### config.mk
export PLATFORM = sky130hd
export DESIGN_NAME = periph_select_flow_ctrl_pin_mux
export DESIGN_NICKNAME = d
export VERILOG_FILES = /design/src/core/pin_mux_pkg.sv /design/src/core/periph_select_flow_ctrl_pin_mux.sv /design/src/core/pio_bank.sv
export SDC_FILE = /design/constraint.sdc
export NUM_CORES = 1
export LEC_CHECK = 0
export BUFFER_PORTS_ARGS = -buffer_cell sky130_fd_sc_hd__buf_2
export CELL_PAD_IN_SITES_DETAIL_PLACEMENT = 0
export CELL_PAD_IN_SITES_GLOBAL_PLACEMENT = 1
export CORE_AREA = 2 2 170 172
export CTS_BUF_LIST = sky130_fd_sc_hd__clkbuf_4 sky130_fd_sc_hd__clkbuf_8 sky130_fd_sc_hd__clkbuf_16
export DETAILED_ROUTE_END_ITERATION = 8
export DIE_AREA = 0 0 172 174
export PLACE_DENSITY = 0.76
export SLEW_MARGIN = 20
export SYNTH_ARGS = -nofsm -noshare
export SYNTH_HDL_FRONTEND = slang
export SYNTH_HIERARCHICAL = 1
export SYNTH_SLANG_ARGS = --single-unit
export TNS_END_PERCENT = 5
### constraint.sdc
create_clock -name SYS_CLK -period 5.4 [get_ports SYS_CLK]
set_clock_uncertainty 0.2 [all_clocks]
set_input_delay 0.54 -clock SYS_CLK [delete_from_list [all_inputs] [get_ports SYS_CLK]]
set_output_delay 0.54 -clock SYS_CLK [all_outputs]
set_load 0.005 [all_outputs]
### src/core/pin_mux_pkg.sv
// package: constants for the peripheral select / flow control / programmable io pin mux
package pin_mux_pkg;
  localparam int unsigned PIO_COUNT        = 32;
  localparam int unsigned PERIPH_REGION_W  = 8;                 // 256-byte region per select
  localparam int unsigned PERIPH_REGIONS   = 7;                 // regions zero..six
  localparam logic [2:0]  REGION_TWO       = 3'h2;
  localparam logic [2:0]  REGION_THREE     = 3'h3;
  localparam logic [2:0]  REGION_FIVE      = 3'h5;
  localparam logic [2:0]  REGION_SIX       = 3'h6;
  // pio pin numbers of the shared pins handled here
  localparam int unsigned PIO_SEL_SIX      = 2;
  localparam int unsigned PIO_SEL_FIVE     = 3;
  localparam int unsigned PIO_SEL_TWO      = 18;
  localparam int unsigned PIO_SEL_THREE    = 19;
  // power-on defaults: one = pio function enabled (input with pull)
  localparam logic [31:0] PIO_EN_RESET     = 32'hFFFF_FC0F;     // pins 4..9 keep normal function
  localparam logic [31:0] PIO_DIR_RESET    = 32'hFFFF_FFFF;     // one = input
  localparam logic [31:0] PIO_PULLDN_RESET = 32'h0000_0402;     // pins 1 and 10 pull down
  localparam logic [31:0] PIO_OUT_RESET    = 32'h0000_0000;
endpackage : pin_mux_pkg

### src/core/periph_select_flow_ctrl_pin_mux.sv
// module: shared-pin mux for peripheral selects two/three/five/six, port 1 flow control, pio
//
// How it works
// - select two/three only without flow control
// - each select decodes one 256-byte region
// - peripheral select suppresses overlapping dram access
// - selects assert with multiplexed address phase
// - selects float high in hold, reset
// - pin is clear-to-send when receive-select zero
// - pending frame starts only while clear-to-send
// - clear-to-send sampled only at frame start
// - receive-select one: pin gates port receiver
// - ready-to-send while transmit data pending
// - ready-to-receive while receive register empty
// - extended-select zero: pins give address bits
// - latched address bits hold during bus hold
// - 32 pins with enable, direction, pull
// - most pins reset to pio input pullup
// - address, direction, enable, ready stay normal
`timescale 1ns/10ps
`default_nettype none
module periph_select_flow_ctrl_pin_mux (
  input  wire logic        SYS_CLK,
  input  wire logic        RST_B,
  input  wire logic        CLK_EN,
  // bus unit side
  input  wire logic        ADDR_PHASE,          // multiplexed address phase strobe
  input  wire logic [19:0] BUS_ADDR,
  input  wire logic        BUS_IO_SPACE,        // one = io space cycle
  input  wire logic        PERIPH_MEM_SPACE,    // one = peripheral block lives in memory space
  input  wire logic [11:0] PERIPH_BASE,         // base, 1-Kbyte aligned (addr[19:10])
  input  wire logic        DRAM_REQ,            // bus unit wants a dram access this cycle
  input  wire logic        BUS_HOLD,            // hold acknowledged
  output logic             DRAM_GO,
  // configuration bits
  input  wire logic        FLOW_CONTROL_ENABLE,
  input  wire logic        RX_ENABLE_SELECT,    // one = receiver-enable request mode
  input  wire logic        SEND_REQUEST_SELECT, // one = ready-to-send mode
  input  wire logic        EXTENDED_SELECT_ENABLE,
  // serial port 1 side
  input  wire logic        TX_PENDING,          // transmit register holds untransmitted data
  input  wire logic        TX_IDLE,             // shifter idle, can start a frame
  output logic             TX_START,            // one-cycle pulse: load frame into shifter
  output logic             RX_GATE,             // receiver enabled
  input  wire logic        RX_FULL,             // receive register holds unread data
  // pio configuration
  input  wire logic        PIO_CFG_WE,
  input  wire logic [31:0] PIO_CFG_EN,
  input  wire logic [31:0] PIO_CFG_DIR,
  input  wire logic [31:0] PIO_CFG_PULLDN,
  input  wire logic [31:0] PIO_CFG_OUT,
  output logic      [31:0] PIO_IN,
  // pins
  input  wire logic [31:0] PIN_IN,
  output logic      [31:0] PIN_OUT,
  output logic      [31:0] PIN_OE,
  output logic      [31:0] PIN_PULLUP,
  output logic      [31:0] PIN_PULLDOWN,
  input  wire logic [31:0] NORMAL_OUT,          // normal-function drive for other shared pins
  input  wire logic [31:0] NORMAL_OE
);
  typedef enum logic [2:0] {
    TX_WAIT  = 3'b001,
    TX_CHECK = 3'b010,
    TX_BUSY  = 3'b100
  } tx_state_t;

  tx_state_t   tx_q;
  tx_state_t   tx_d;
  logic [31:0] pio_en;
  logic [31:0] pio_dir;
  logic [31:0] pio_pd;
  logic [31:0] pio_out;
  logic [31:0] pio_in_sync;
  logic [3:0]  sel_q;                // active-high selects: two, three, five, six
  logic [1:0]  addr_bits_q;          // latched address bits one, two
  logic        in_reset_q;
  logic        fc_cts;
  logic        fc_enrx;
  logic        peri_hit;
  logic [2:0]  region;
  logic        shared_in;

  // ----------------------------------------
  // helper functions
  // ----------------------------------------
  // peripheral block hit: 7 regions of 256 bytes above the base
  function automatic logic block_hit(input logic [19:0] a, input logic [11:0] base);
    logic [19:0] off;
    off = a - {base[9:0], 10'h000};
    return (a >= {base[9:0], 10'h000}) &&
           (off[19:pin_mux_pkg::PERIPH_REGION_W] < 12'(pin_mux_pkg::PERIPH_REGIONS));
  endfunction : block_hit

  // ----------------------------------------
  // programmable io bank
  // ----------------------------------------
  pio_bank u_pio (
    .clk        (SYS_CLK),
    .rst_b      (RST_B),
    .ce         (CLK_EN),
    .cfg_we     (PIO_CFG_WE),
    .cfg_en     (PIO_CFG_EN),
    .cfg_dir    (PIO_CFG_DIR),
    .cfg_pulldn (PIO_CFG_PULLDN),
    .cfg_out    (PIO_CFG_OUT),
    .pin_in     (PIN_IN),
    .en_q       (pio_en),
    .dir_q      (pio_dir),
    .pulldn_q   (pio_pd),
    .out_q      (pio_out),
    .in_q       (pio_in_sync)
  );
  assign PIO_IN = pio_in_sync;

  // ----------------------------------------
  // mode decode
  // ----------------------------------------
  // a pin claimed as pio is unavailable for flow control
  assign fc_cts    = FLOW_CONTROL_ENABLE && !RX_ENABLE_SELECT && !pio_en[pin_mux_pkg::PIO_SEL_TWO];
  assign fc_enrx   = FLOW_CONTROL_ENABLE && RX_ENABLE_SELECT && !pio_en[pin_mux_pkg::PIO_SEL_TWO];
  assign shared_in = pio_in_sync[pin_mux_pkg::PIO_SEL_TWO];   // synchronised shared pin, active low
  // receiver runs freely unless the pin serves as receiver-enable request
  assign RX_GATE   = !fc_enrx || !shared_in;

  // ----------------------------------------
  // peripheral select decode
  // ----------------------------------------
  assign region   = 3'((BUS_ADDR - {PERIPH_BASE[9:0], 10'h000}) >> pin_mux_pkg::PERIPH_REGION_W);
  assign peri_hit = block_hit(BUS_ADDR, PERIPH_BASE) && (BUS_IO_SPACE != PERIPH_MEM_SPACE);
  // peripheral wins an overlap; dram waits out the cycle
  assign DRAM_GO  = DRAM_REQ && !(peri_hit && !BUS_IO_SPACE);

  // selects register on the address phase and hold until the next one
  always_ff @(posedge SYS_CLK or negedge RST_B) begin
    if (!RST_B) begin
      sel_q <= 4'h0;
    end else if (CLK_EN && ADDR_PHASE) begin
      sel_q[0] <= peri_hit && (region == pin_mux_pkg::REGION_TWO);
      sel_q[1] <= peri_hit && (region == pin_mux_pkg::REGION_THREE);
      sel_q[2] <= peri_hit && (region == pin_mux_pkg::REGION_FIVE);
      sel_q[3] <= peri_hit && (region == pin_mux_pkg::REGION_SIX);
    end
  end

  // latched address bits: frozen in hold so the pins never float
  always_ff @(posedge SYS_CLK or negedge RST_B) begin
    if (!RST_B) begin
      addr_bits_q <= 2'h0;
    end else if (CLK_EN && ADDR_PHASE && !BUS_HOLD) begin
      addr_bits_q <= BUS_ADDR[2:1];
    end
  end

  // reset flag lets pulls stay on for the first cycle after release
  always_ff @(posedge SYS_CLK or negedge RST_B) begin
    if (!RST_B) begin
      in_reset_q <= 1'b1;
    end else if (CLK_EN) begin
      in_reset_q <= 1'b0;
    end
  end

  // ----------------------------------------
  // port 1 transmit gate
  // ----------------------------------------
  // clear-to-send looked at once per frame; later changes are ignored
  always_comb begin
    tx_d = tx_q;
    unique case (tx_q)
      TX_WAIT:  if (TX_PENDING && TX_IDLE) begin
                  tx_d = TX_CHECK;
                end
      TX_CHECK: if (!fc_cts || !shared_in) begin
                  tx_d = TX_BUSY;
                end
      TX_BUSY:  if (TX_IDLE && !TX_START) begin
                  tx_d = TX_WAIT;
                end
    endcase
  end

  always_ff @(posedge SYS_CLK or negedge RST_B) begin
    if (!RST_B) begin
      tx_q <= TX_WAIT;
    end else if (CLK_EN) begin
      tx_q <= tx_d;
    end
  end

  always_ff @(posedge SYS_CLK or negedge RST_B) begin
    if (!RST_B) begin
      TX_START <= 1'b0;
    end else if (CLK_EN) begin
      TX_START <= (tx_q == TX_CHECK) && (tx_d == TX_BUSY);
    end else begin
      TX_START <= 1'b0;
    end
  end

  // ----------------------------------------
  // pin drive
  // ----------------------------------------
  always_comb begin
    PIN_OUT      = NORMAL_OUT;
    PIN_OE       = NORMAL_OE;
    PIN_PULLUP   = 32'h0000_0000;
    PIN_PULLDOWN = 32'h0000_0000;
    // select two / clear-to-send / receiver request
    PIN_OUT[pin_mux_pkg::PIO_SEL_TWO]   = !sel_q[0];
    PIN_OE[pin_mux_pkg::PIO_SEL_TWO]    = !FLOW_CONTROL_ENABLE && !BUS_HOLD;
    // select three / ready-to-send / ready-to-receive, all active low
    PIN_OUT[pin_mux_pkg::PIO_SEL_THREE] = FLOW_CONTROL_ENABLE ?
                                          (SEND_REQUEST_SELECT ? !TX_PENDING : RX_FULL) : !sel_q[1];
    PIN_OE[pin_mux_pkg::PIO_SEL_THREE]  = FLOW_CONTROL_ENABLE || !BUS_HOLD;
    // selects five/six or latched address bits one/two
    PIN_OUT[pin_mux_pkg::PIO_SEL_FIVE]  = EXTENDED_SELECT_ENABLE ? !sel_q[2] : addr_bits_q[0];
    PIN_OUT[pin_mux_pkg::PIO_SEL_SIX]   = EXTENDED_SELECT_ENABLE ? !sel_q[3] : addr_bits_q[1];
    PIN_OE[pin_mux_pkg::PIO_SEL_FIVE]   = !EXTENDED_SELECT_ENABLE || !BUS_HOLD;
    PIN_OE[pin_mux_pkg::PIO_SEL_SIX]    = !EXTENDED_SELECT_ENABLE || !BUS_HOLD;
    // weak pull-ups hold floated selects high in hold and reset
    PIN_PULLUP[pin_mux_pkg::PIO_SEL_TWO]   = BUS_HOLD || in_reset_q;
    PIN_PULLUP[pin_mux_pkg::PIO_SEL_THREE] = BUS_HOLD || in_reset_q;
    PIN_PULLUP[pin_mux_pkg::PIO_SEL_FIVE]  = (EXTENDED_SELECT_ENABLE && BUS_HOLD) || in_reset_q;
    PIN_PULLUP[pin_mux_pkg::PIO_SEL_SIX]   = (EXTENDED_SELECT_ENABLE && BUS_HOLD) || in_reset_q;
    // pio overrides: drive when set as output, pulls per config
    for (int i = 0; i < 32; i++) begin
      if (pio_en[i]) begin
        PIN_OUT[i]      = pio_out[i];
        PIN_OE[i]       = !pio_dir[i];
        PIN_PULLUP[i]   = !pio_pd[i];
        PIN_PULLDOWN[i] = pio_pd[i];
      end
    end
  end

  // ----------------------------------------
  // checks
  // ----------------------------------------
  // internal state is watched where the pins alone cannot tell the modes apart
  AST_SEL_TWO_FC: assert property (@(posedge SYS_CLK) disable iff (!RST_B)
    (FLOW_CONTROL_ENABLE && !pio_en[18]) |-> !PIN_OE[18])
    else $error("select two driven while flow control on");
  AST_SEL_TWO_DRIVE: assert property (@(posedge SYS_CLK) disable iff (!RST_B)
    (!FLOW_CONTROL_ENABLE && !BUS_HOLD && !pio_en[18]) |-> (PIN_OE[18] && PIN_OUT[18] == !sel_q[0]))
    else $error("select two not driven without flow control");
  AST_SEL_MISS: assert property (@(posedge SYS_CLK) disable iff (!RST_B)
    (CLK_EN && ADDR_PHASE && !peri_hit) |=> (sel_q == 4'h0))
    else $error("select asserted outside the peripheral block");
  AST_DRAM_SUPPRESS: assert property (@(posedge SYS_CLK) disable iff (!RST_B)
    (peri_hit && !BUS_IO_SPACE) |-> !DRAM_GO)
    else $error("dram went ahead over peripheral select");
  AST_DRAM_PASS: assert property (@(posedge SYS_CLK) disable iff (!RST_B)
    (DRAM_REQ && !peri_hit) |-> DRAM_GO)
    else $error("dram held back without a select");
  AST_SEL_PHASE: assert property (@(posedge SYS_CLK) disable iff (!RST_B)
    (CLK_EN && !ADDR_PHASE) |=> $stable(sel_q))
    else $error("select changed outside address phase");
  AST_HOLD_FLOAT: assert property (@(posedge SYS_CLK) disable iff (!RST_B)
    (BUS_HOLD && !FLOW_CONTROL_ENABLE && !pio_en[18]) |-> (!PIN_OE[18] && PIN_PULLUP[18]))
    else $error("select two not floated high in hold");
  AST_RESET_PULL: assert property (@(posedge SYS_CLK) disable iff (!RST_B)
    in_reset_q |-> (PIN_PULLUP[18] && PIN_PULLUP[19]))
    else $error("select pullups off just after reset");
  AST_CTS_HOLDS: assert property (@(posedge SYS_CLK) disable iff (!RST_B)
    (CLK_EN && tx_q == TX_CHECK && fc_cts && shared_in) |=> (tx_q == TX_CHECK && !TX_START))
    else $error("frame started without clear-to-send");
  AST_TX_PULSE: assert property (@(posedge SYS_CLK) disable iff (!RST_B)
    TX_START |=> !TX_START)
    else $error("frame start longer than one cycle");
  AST_CTS_ONCE: assert property (@(posedge SYS_CLK) disable iff (!RST_B)
    (CLK_EN && tx_q == TX_BUSY && !TX_IDLE) |=> (tx_q == TX_BUSY))
    else $error("running frame disturbed");
  AST_RX_GATED: assert property (@(posedge SYS_CLK) disable iff (!RST_B)
    (FLOW_CONTROL_ENABLE && RX_ENABLE_SELECT && !pio_en[18] && pio_in_sync[18]) |-> !RX_GATE)
    else $error("receiver on without request");
  AST_RX_OPEN: assert property (@(posedge SYS_CLK) disable iff (!RST_B)
    !(FLOW_CONTROL_ENABLE && RX_ENABLE_SELECT) |-> RX_GATE)
    else $error("receiver gated outside request mode");
  AST_RTS: assert property (@(posedge SYS_CLK) disable iff (!RST_B)
    (FLOW_CONTROL_ENABLE && SEND_REQUEST_SELECT && !pio_en[19]) |-> (PIN_OUT[19] == !TX_PENDING))
    else $error("ready-to-send wrong");
  AST_RTR: assert property (@(posedge SYS_CLK) disable iff (!RST_B)
    (FLOW_CONTROL_ENABLE && !SEND_REQUEST_SELECT && !pio_en[19]) |-> (PIN_OUT[19] == RX_FULL))
    else $error("ready-to-receive wrong");
  AST_ADDR_OUT: assert property (@(posedge SYS_CLK) disable iff (!RST_B)
    (!EXTENDED_SELECT_ENABLE && !pio_en[3]) |-> (PIN_OE[3] && PIN_OUT[3] == addr_bits_q[0]))
    else $error("address bit one not on its pin");
  AST_ADDR_HOLD: assert property (@(posedge SYS_CLK) disable iff (!RST_B)
    BUS_HOLD |=> $stable(addr_bits_q))
    else $error("latched address moved in hold");
  AST_PIO_PULL: assert property (@(posedge SYS_CLK) disable iff (!RST_B)
    (pio_en[1] && pio_pd[1]) |-> (PIN_PULLDOWN[1] && !PIN_PULLUP[1]))
    else $error("pio pull selection not applied");
  AST_PIO_WINS: assert property (@(posedge SYS_CLK) disable iff (!RST_B)
    pio_en[3] |-> (PIN_OUT[3] == pio_out[3] && PIN_OE[3] == !pio_dir[3]))
    else $error("pio not overriding shared pin");
endmodule : periph_select_flow_ctrl_pin_mux
`default_nettype wire

### src/core/pio_bank.sv
// module: programmable io bank, per-pin enable, direction, pull select, output data
`timescale 1ns/10ps
`default_nettype none
module pio_bank (
  input  wire logic        clk,
  input  wire logic        rst_b,
  input  wire logic        ce,
  input  wire logic        cfg_we,
  input  wire logic [31:0] cfg_en,
  input  wire logic [31:0] cfg_dir,
  input  wire logic [31:0] cfg_pulldn,
  input  wire logic [31:0] cfg_out,
  input  wire logic [31:0] pin_in,
  output logic      [31:0] en_q,
  output logic      [31:0] dir_q,
  output logic      [31:0] pulldn_q,
  output logic      [31:0] out_q,
  output logic      [31:0] in_q
);
  logic [31:0] in_meta_q;

  // ----------------------------------------
  // configuration: power-on defaults, then software
  // ----------------------------------------
  always_ff @(posedge clk or negedge rst_b) begin
    if (!rst_b) begin
      en_q     <= pin_mux_pkg::PIO_EN_RESET;
      dir_q    <= pin_mux_pkg::PIO_DIR_RESET;
      pulldn_q <= pin_mux_pkg::PIO_PULLDN_RESET;
      out_q    <= pin_mux_pkg::PIO_OUT_RESET;
    end else if (ce && cfg_we) begin
      en_q     <= cfg_en;
      dir_q    <= cfg_dir;
      pulldn_q <= cfg_pulldn;
      out_q    <= cfg_out;
    end
  end

  // ----------------------------------------
  // pin inputs are asynchronous: two flops
  // ----------------------------------------
  always_ff @(posedge clk or negedge rst_b) begin
    if (!rst_b) begin
      in_meta_q <= 32'h0000_0000;
      in_q      <= 32'h0000_0000;
    end else if (ce) begin
      in_meta_q <= pin_in;
      in_q      <= in_meta_q;
    end
  end
endmodule : pio_bank
`default_nettype wire

==> results.toml <==
[clock_tree]
root_buffer = "clkbuf_16"
cts_made_buffers = 24
clock_path_buffers = 3
h-tree-depth = 1
ctsResizeCount = 0
cts_tree = "yes"
clk_pin_slew_ns = 0.06
cts_num_sinks = 203
clkLatencyLatePin_ns = 0.53

[outcome]
status = "completed"

[worst_setup_path]
crit_path_cell_trace = "buf_2, inv_1, ha_1, inv_1, fa_1, xor2_1, nor3_2, nand3_1, a2111oi_4, o2111ai_2, o21a_1, buf_2"
crit_family = "compound AO/OA/AOI/OAI gates"
crit_slowest_cell = "fa_1"
crit_buf_inv = 4
max_stage_delay_ns = 0.44
startpoint_type = "input pin"
worstPathRequired_ns = 4.66
crit_fanout = 5
end_kind = "output port"
cp_data_arrival_time_ns = 2.78
critPathKind = "in2out"

[route]
wl_um = 25800
vias = 6999
wl_per_cell_um = 16.6
drcViolationCount = 0
dr.pass1.iters = 4
drt_iter0_markers = 216
postRouteAntennaNets = 0
routed_via_density = 4.51

[place]
post_dp_cell_area_um2 = 12000
hpwlAfterDp_um = 19600
preCtsSetupSlack_ns = 1.89
place_congestion = 0.745
dp_cells = 1492
io_buffers = 418

[synthesis]
synth_warnings = 6
synth_edf_count = 0
ys_types = 49
synth_top_area_share_pct = 36.9
yosysSeqAreaShare_pct = 54.0
yosysMostFrequentCell = "dfrtp_1"
synth_area_per_cell_um2 = 13.5
synthCells = 708
synth-seq-cells = 203
synth_fp_nets = 991
yosys.area.top_type = "dfrtp_1"
ys.flop_type = "dfrtp_1"
synthTopCellsByArea = "dfrtp_1 (37%), dfstp_2 (17%), mux2_1 (14%)"
synth-async-reset-ratio_pct = 100
yosys-top-cells-count = "dfrtp_1 (141), mux2_1 (122), mux2_2 (102)"
syn_area_um2 = 9550

[sta]
final_max_slew_viol_count = 0
finalHoldViolCount = 0
fmax_mhz = 284
whs_ns = 0.0220
rsz0062_at_grt = "false"
setup_viol_count_final = 0
finalSetupTns_ns = 0
slew_headroom_pct = 39.5
fin_ws_ns = 1.88
tightest_slew_ns = 0.908
fin_crit_ns = 3.52
finalCritPeriodShare_pct = 65.2

[global_route]
grt_pass1_wl_um = 39000
antenna_found_initial = 3
overflow = 0
grtUsageTotal_pct = 16.6
first_global_vias = 7253
grt_max_degree = 124

[power_and_ir_drop]
peakVddDrop_mv = 0.261
leakagePower_nw = 6.28
p_int_mw = 3.33
p_per_area_nw_per_um2 = 346
seqPwrFrac_pct = 43.6
netSwitchingFraction_pct = 25.8
combPwrFrac_pct = 18.5
switchingPower_mw = 1.16
p_total_mw = 4.49
clockPowerShare_pct = 37.8

[die]
fp.dieH_um = 174
fp-row-count = 62
initial_core_util_pct = 33.8
coreArea_um2 = 28200
die_x_um = 172
die_area_um2 = 29900
ios = 435

[layout]
final_area_um2 = 13000
final_nets = 1430
area_growth_pct = 35.9
fin_util_pct = 45.9
final_cells = 1551
layout-drive-gt1-share_pct = 54.8

[job]
drv_cap = 0

[hold_path]
worstHoldPathType = "in2reg"
-- cell type report --
type	count	area, µm²
antenna	2	5.00
clock buffer	39	757
inverter	46	173
tap	384	480
clock inverter	5	103
fill	2691	15300
multi-input combinational	437	4030
sequential	203	5160
timing repair buffer	435	2270
-- state kept, by name (all words and copies together), names as in the netlist --
| signal | count |
|---|---|
| tx_q | 3 |
| addr_bits_q | 2 |
| TX_START | 1 |
| u_pio/in_meta_q | 32 |
| u_pio/out_q | 32 |
| u_pio/en_q | 32 |
| in_reset_q | 1 |
| u_pio/dir_q | 32 |
| sel_q | 4 |
| u_pio/in_q | 32 |
| u_pio/pulldn_q | 32 |
-- power groups by stage --
| stage | Clock (mW) | Combinational, mW | Sequential [mW] |
|---|---|---|---|
| final | 1.70 | 0.832 | 1.96 |
| after global routing | 1.82 | 0.925 | 1.99 |
| after CTS | 1.76 | 0.847 | 1.96 |
| after detailed placement | 0 | 0.835 | 1.98 |
| after global placement | 0 | 0.824 | 1.97 |
| after floorplan | 0 | 0.452 | 1.93 |
-- cell usage in the layout (no fill, tap or decap), types with 16 or more instances in the layout --
master,n
and2_1,34
buf_2,417
clkbuf_16,24
dfrtp_1,141
dfstp_2,62
inv_1,46
mux2_1,122
mux2_2,102
mux2i_1,32
nor2_1,16
nor2b_1,30
-- layer usage --
metal  track usage [%]  share of wire [%]  vias to the layer above
met3              4.14                8.4                       46
met5                 0              0.050                        -
met2              29.8                 50                      269
met4              4.90                2.4                        2
met1              19.4                 39                     3339
li1                  -                  -                     3343
-- timing repair --
item                      4_1_cts  5_1_grt
hold endpoints to repair       72        0
buffers inserted                0        0
hold buffers                   13        0
-- cell families (layout without fill, tap and decap cells) --
kind of cell / after synthesis / in the layout / share of synthesized area (%)
AO/OA/AOI/OAI: 45 / 45 / 3.28
XOR/XNOR: 2 / 2 / 0.183
adder cells (fa/ha/maj): 11 / 11 / 1.52
buffers and inverters: 68 / 525 / 3.92
flip-flops: 203 / 203 / 54.0
multiplexers: 256 / 256 / 29.8
other: 0 / 2 / 0
AND/OR/NAND/NOR: 123 / 123 / 7.32
-- worst register-to-register path, delay by kind of cell (launching register included) --
kind / cells / cell delay [ns]
compound gates: 1 / 0.10
simple gates: 3 / 0.75
flops: 1 / 0.64
-- path summary, 6_finish.rpt --
check / start / endpoint / slack, ns / depth (start not counted)
worst max-delay path: BUS_ADDR[10] / DRAM_GO / 1.88 / 12
worst min-delay path: PIO_CFG_EN[12] / u_pio/en_q[12] / 0.02 / 2
worst max register to register: u_pio/en_q[18] / tx_q[2] / 3.65 / 4
worst min register to register: u_pio/pulldn_q[19] / u_pio/pulldn_q[19] / 0.28 / 1
max in group asynchronous: RST_B / u_pio/pulldn_q[0] / 3.44 / 3
min in group asynchronous: RST_B / u_pio/in_meta_q[5] / 0.39 / 2
Power figures use the tool's default switching activity.
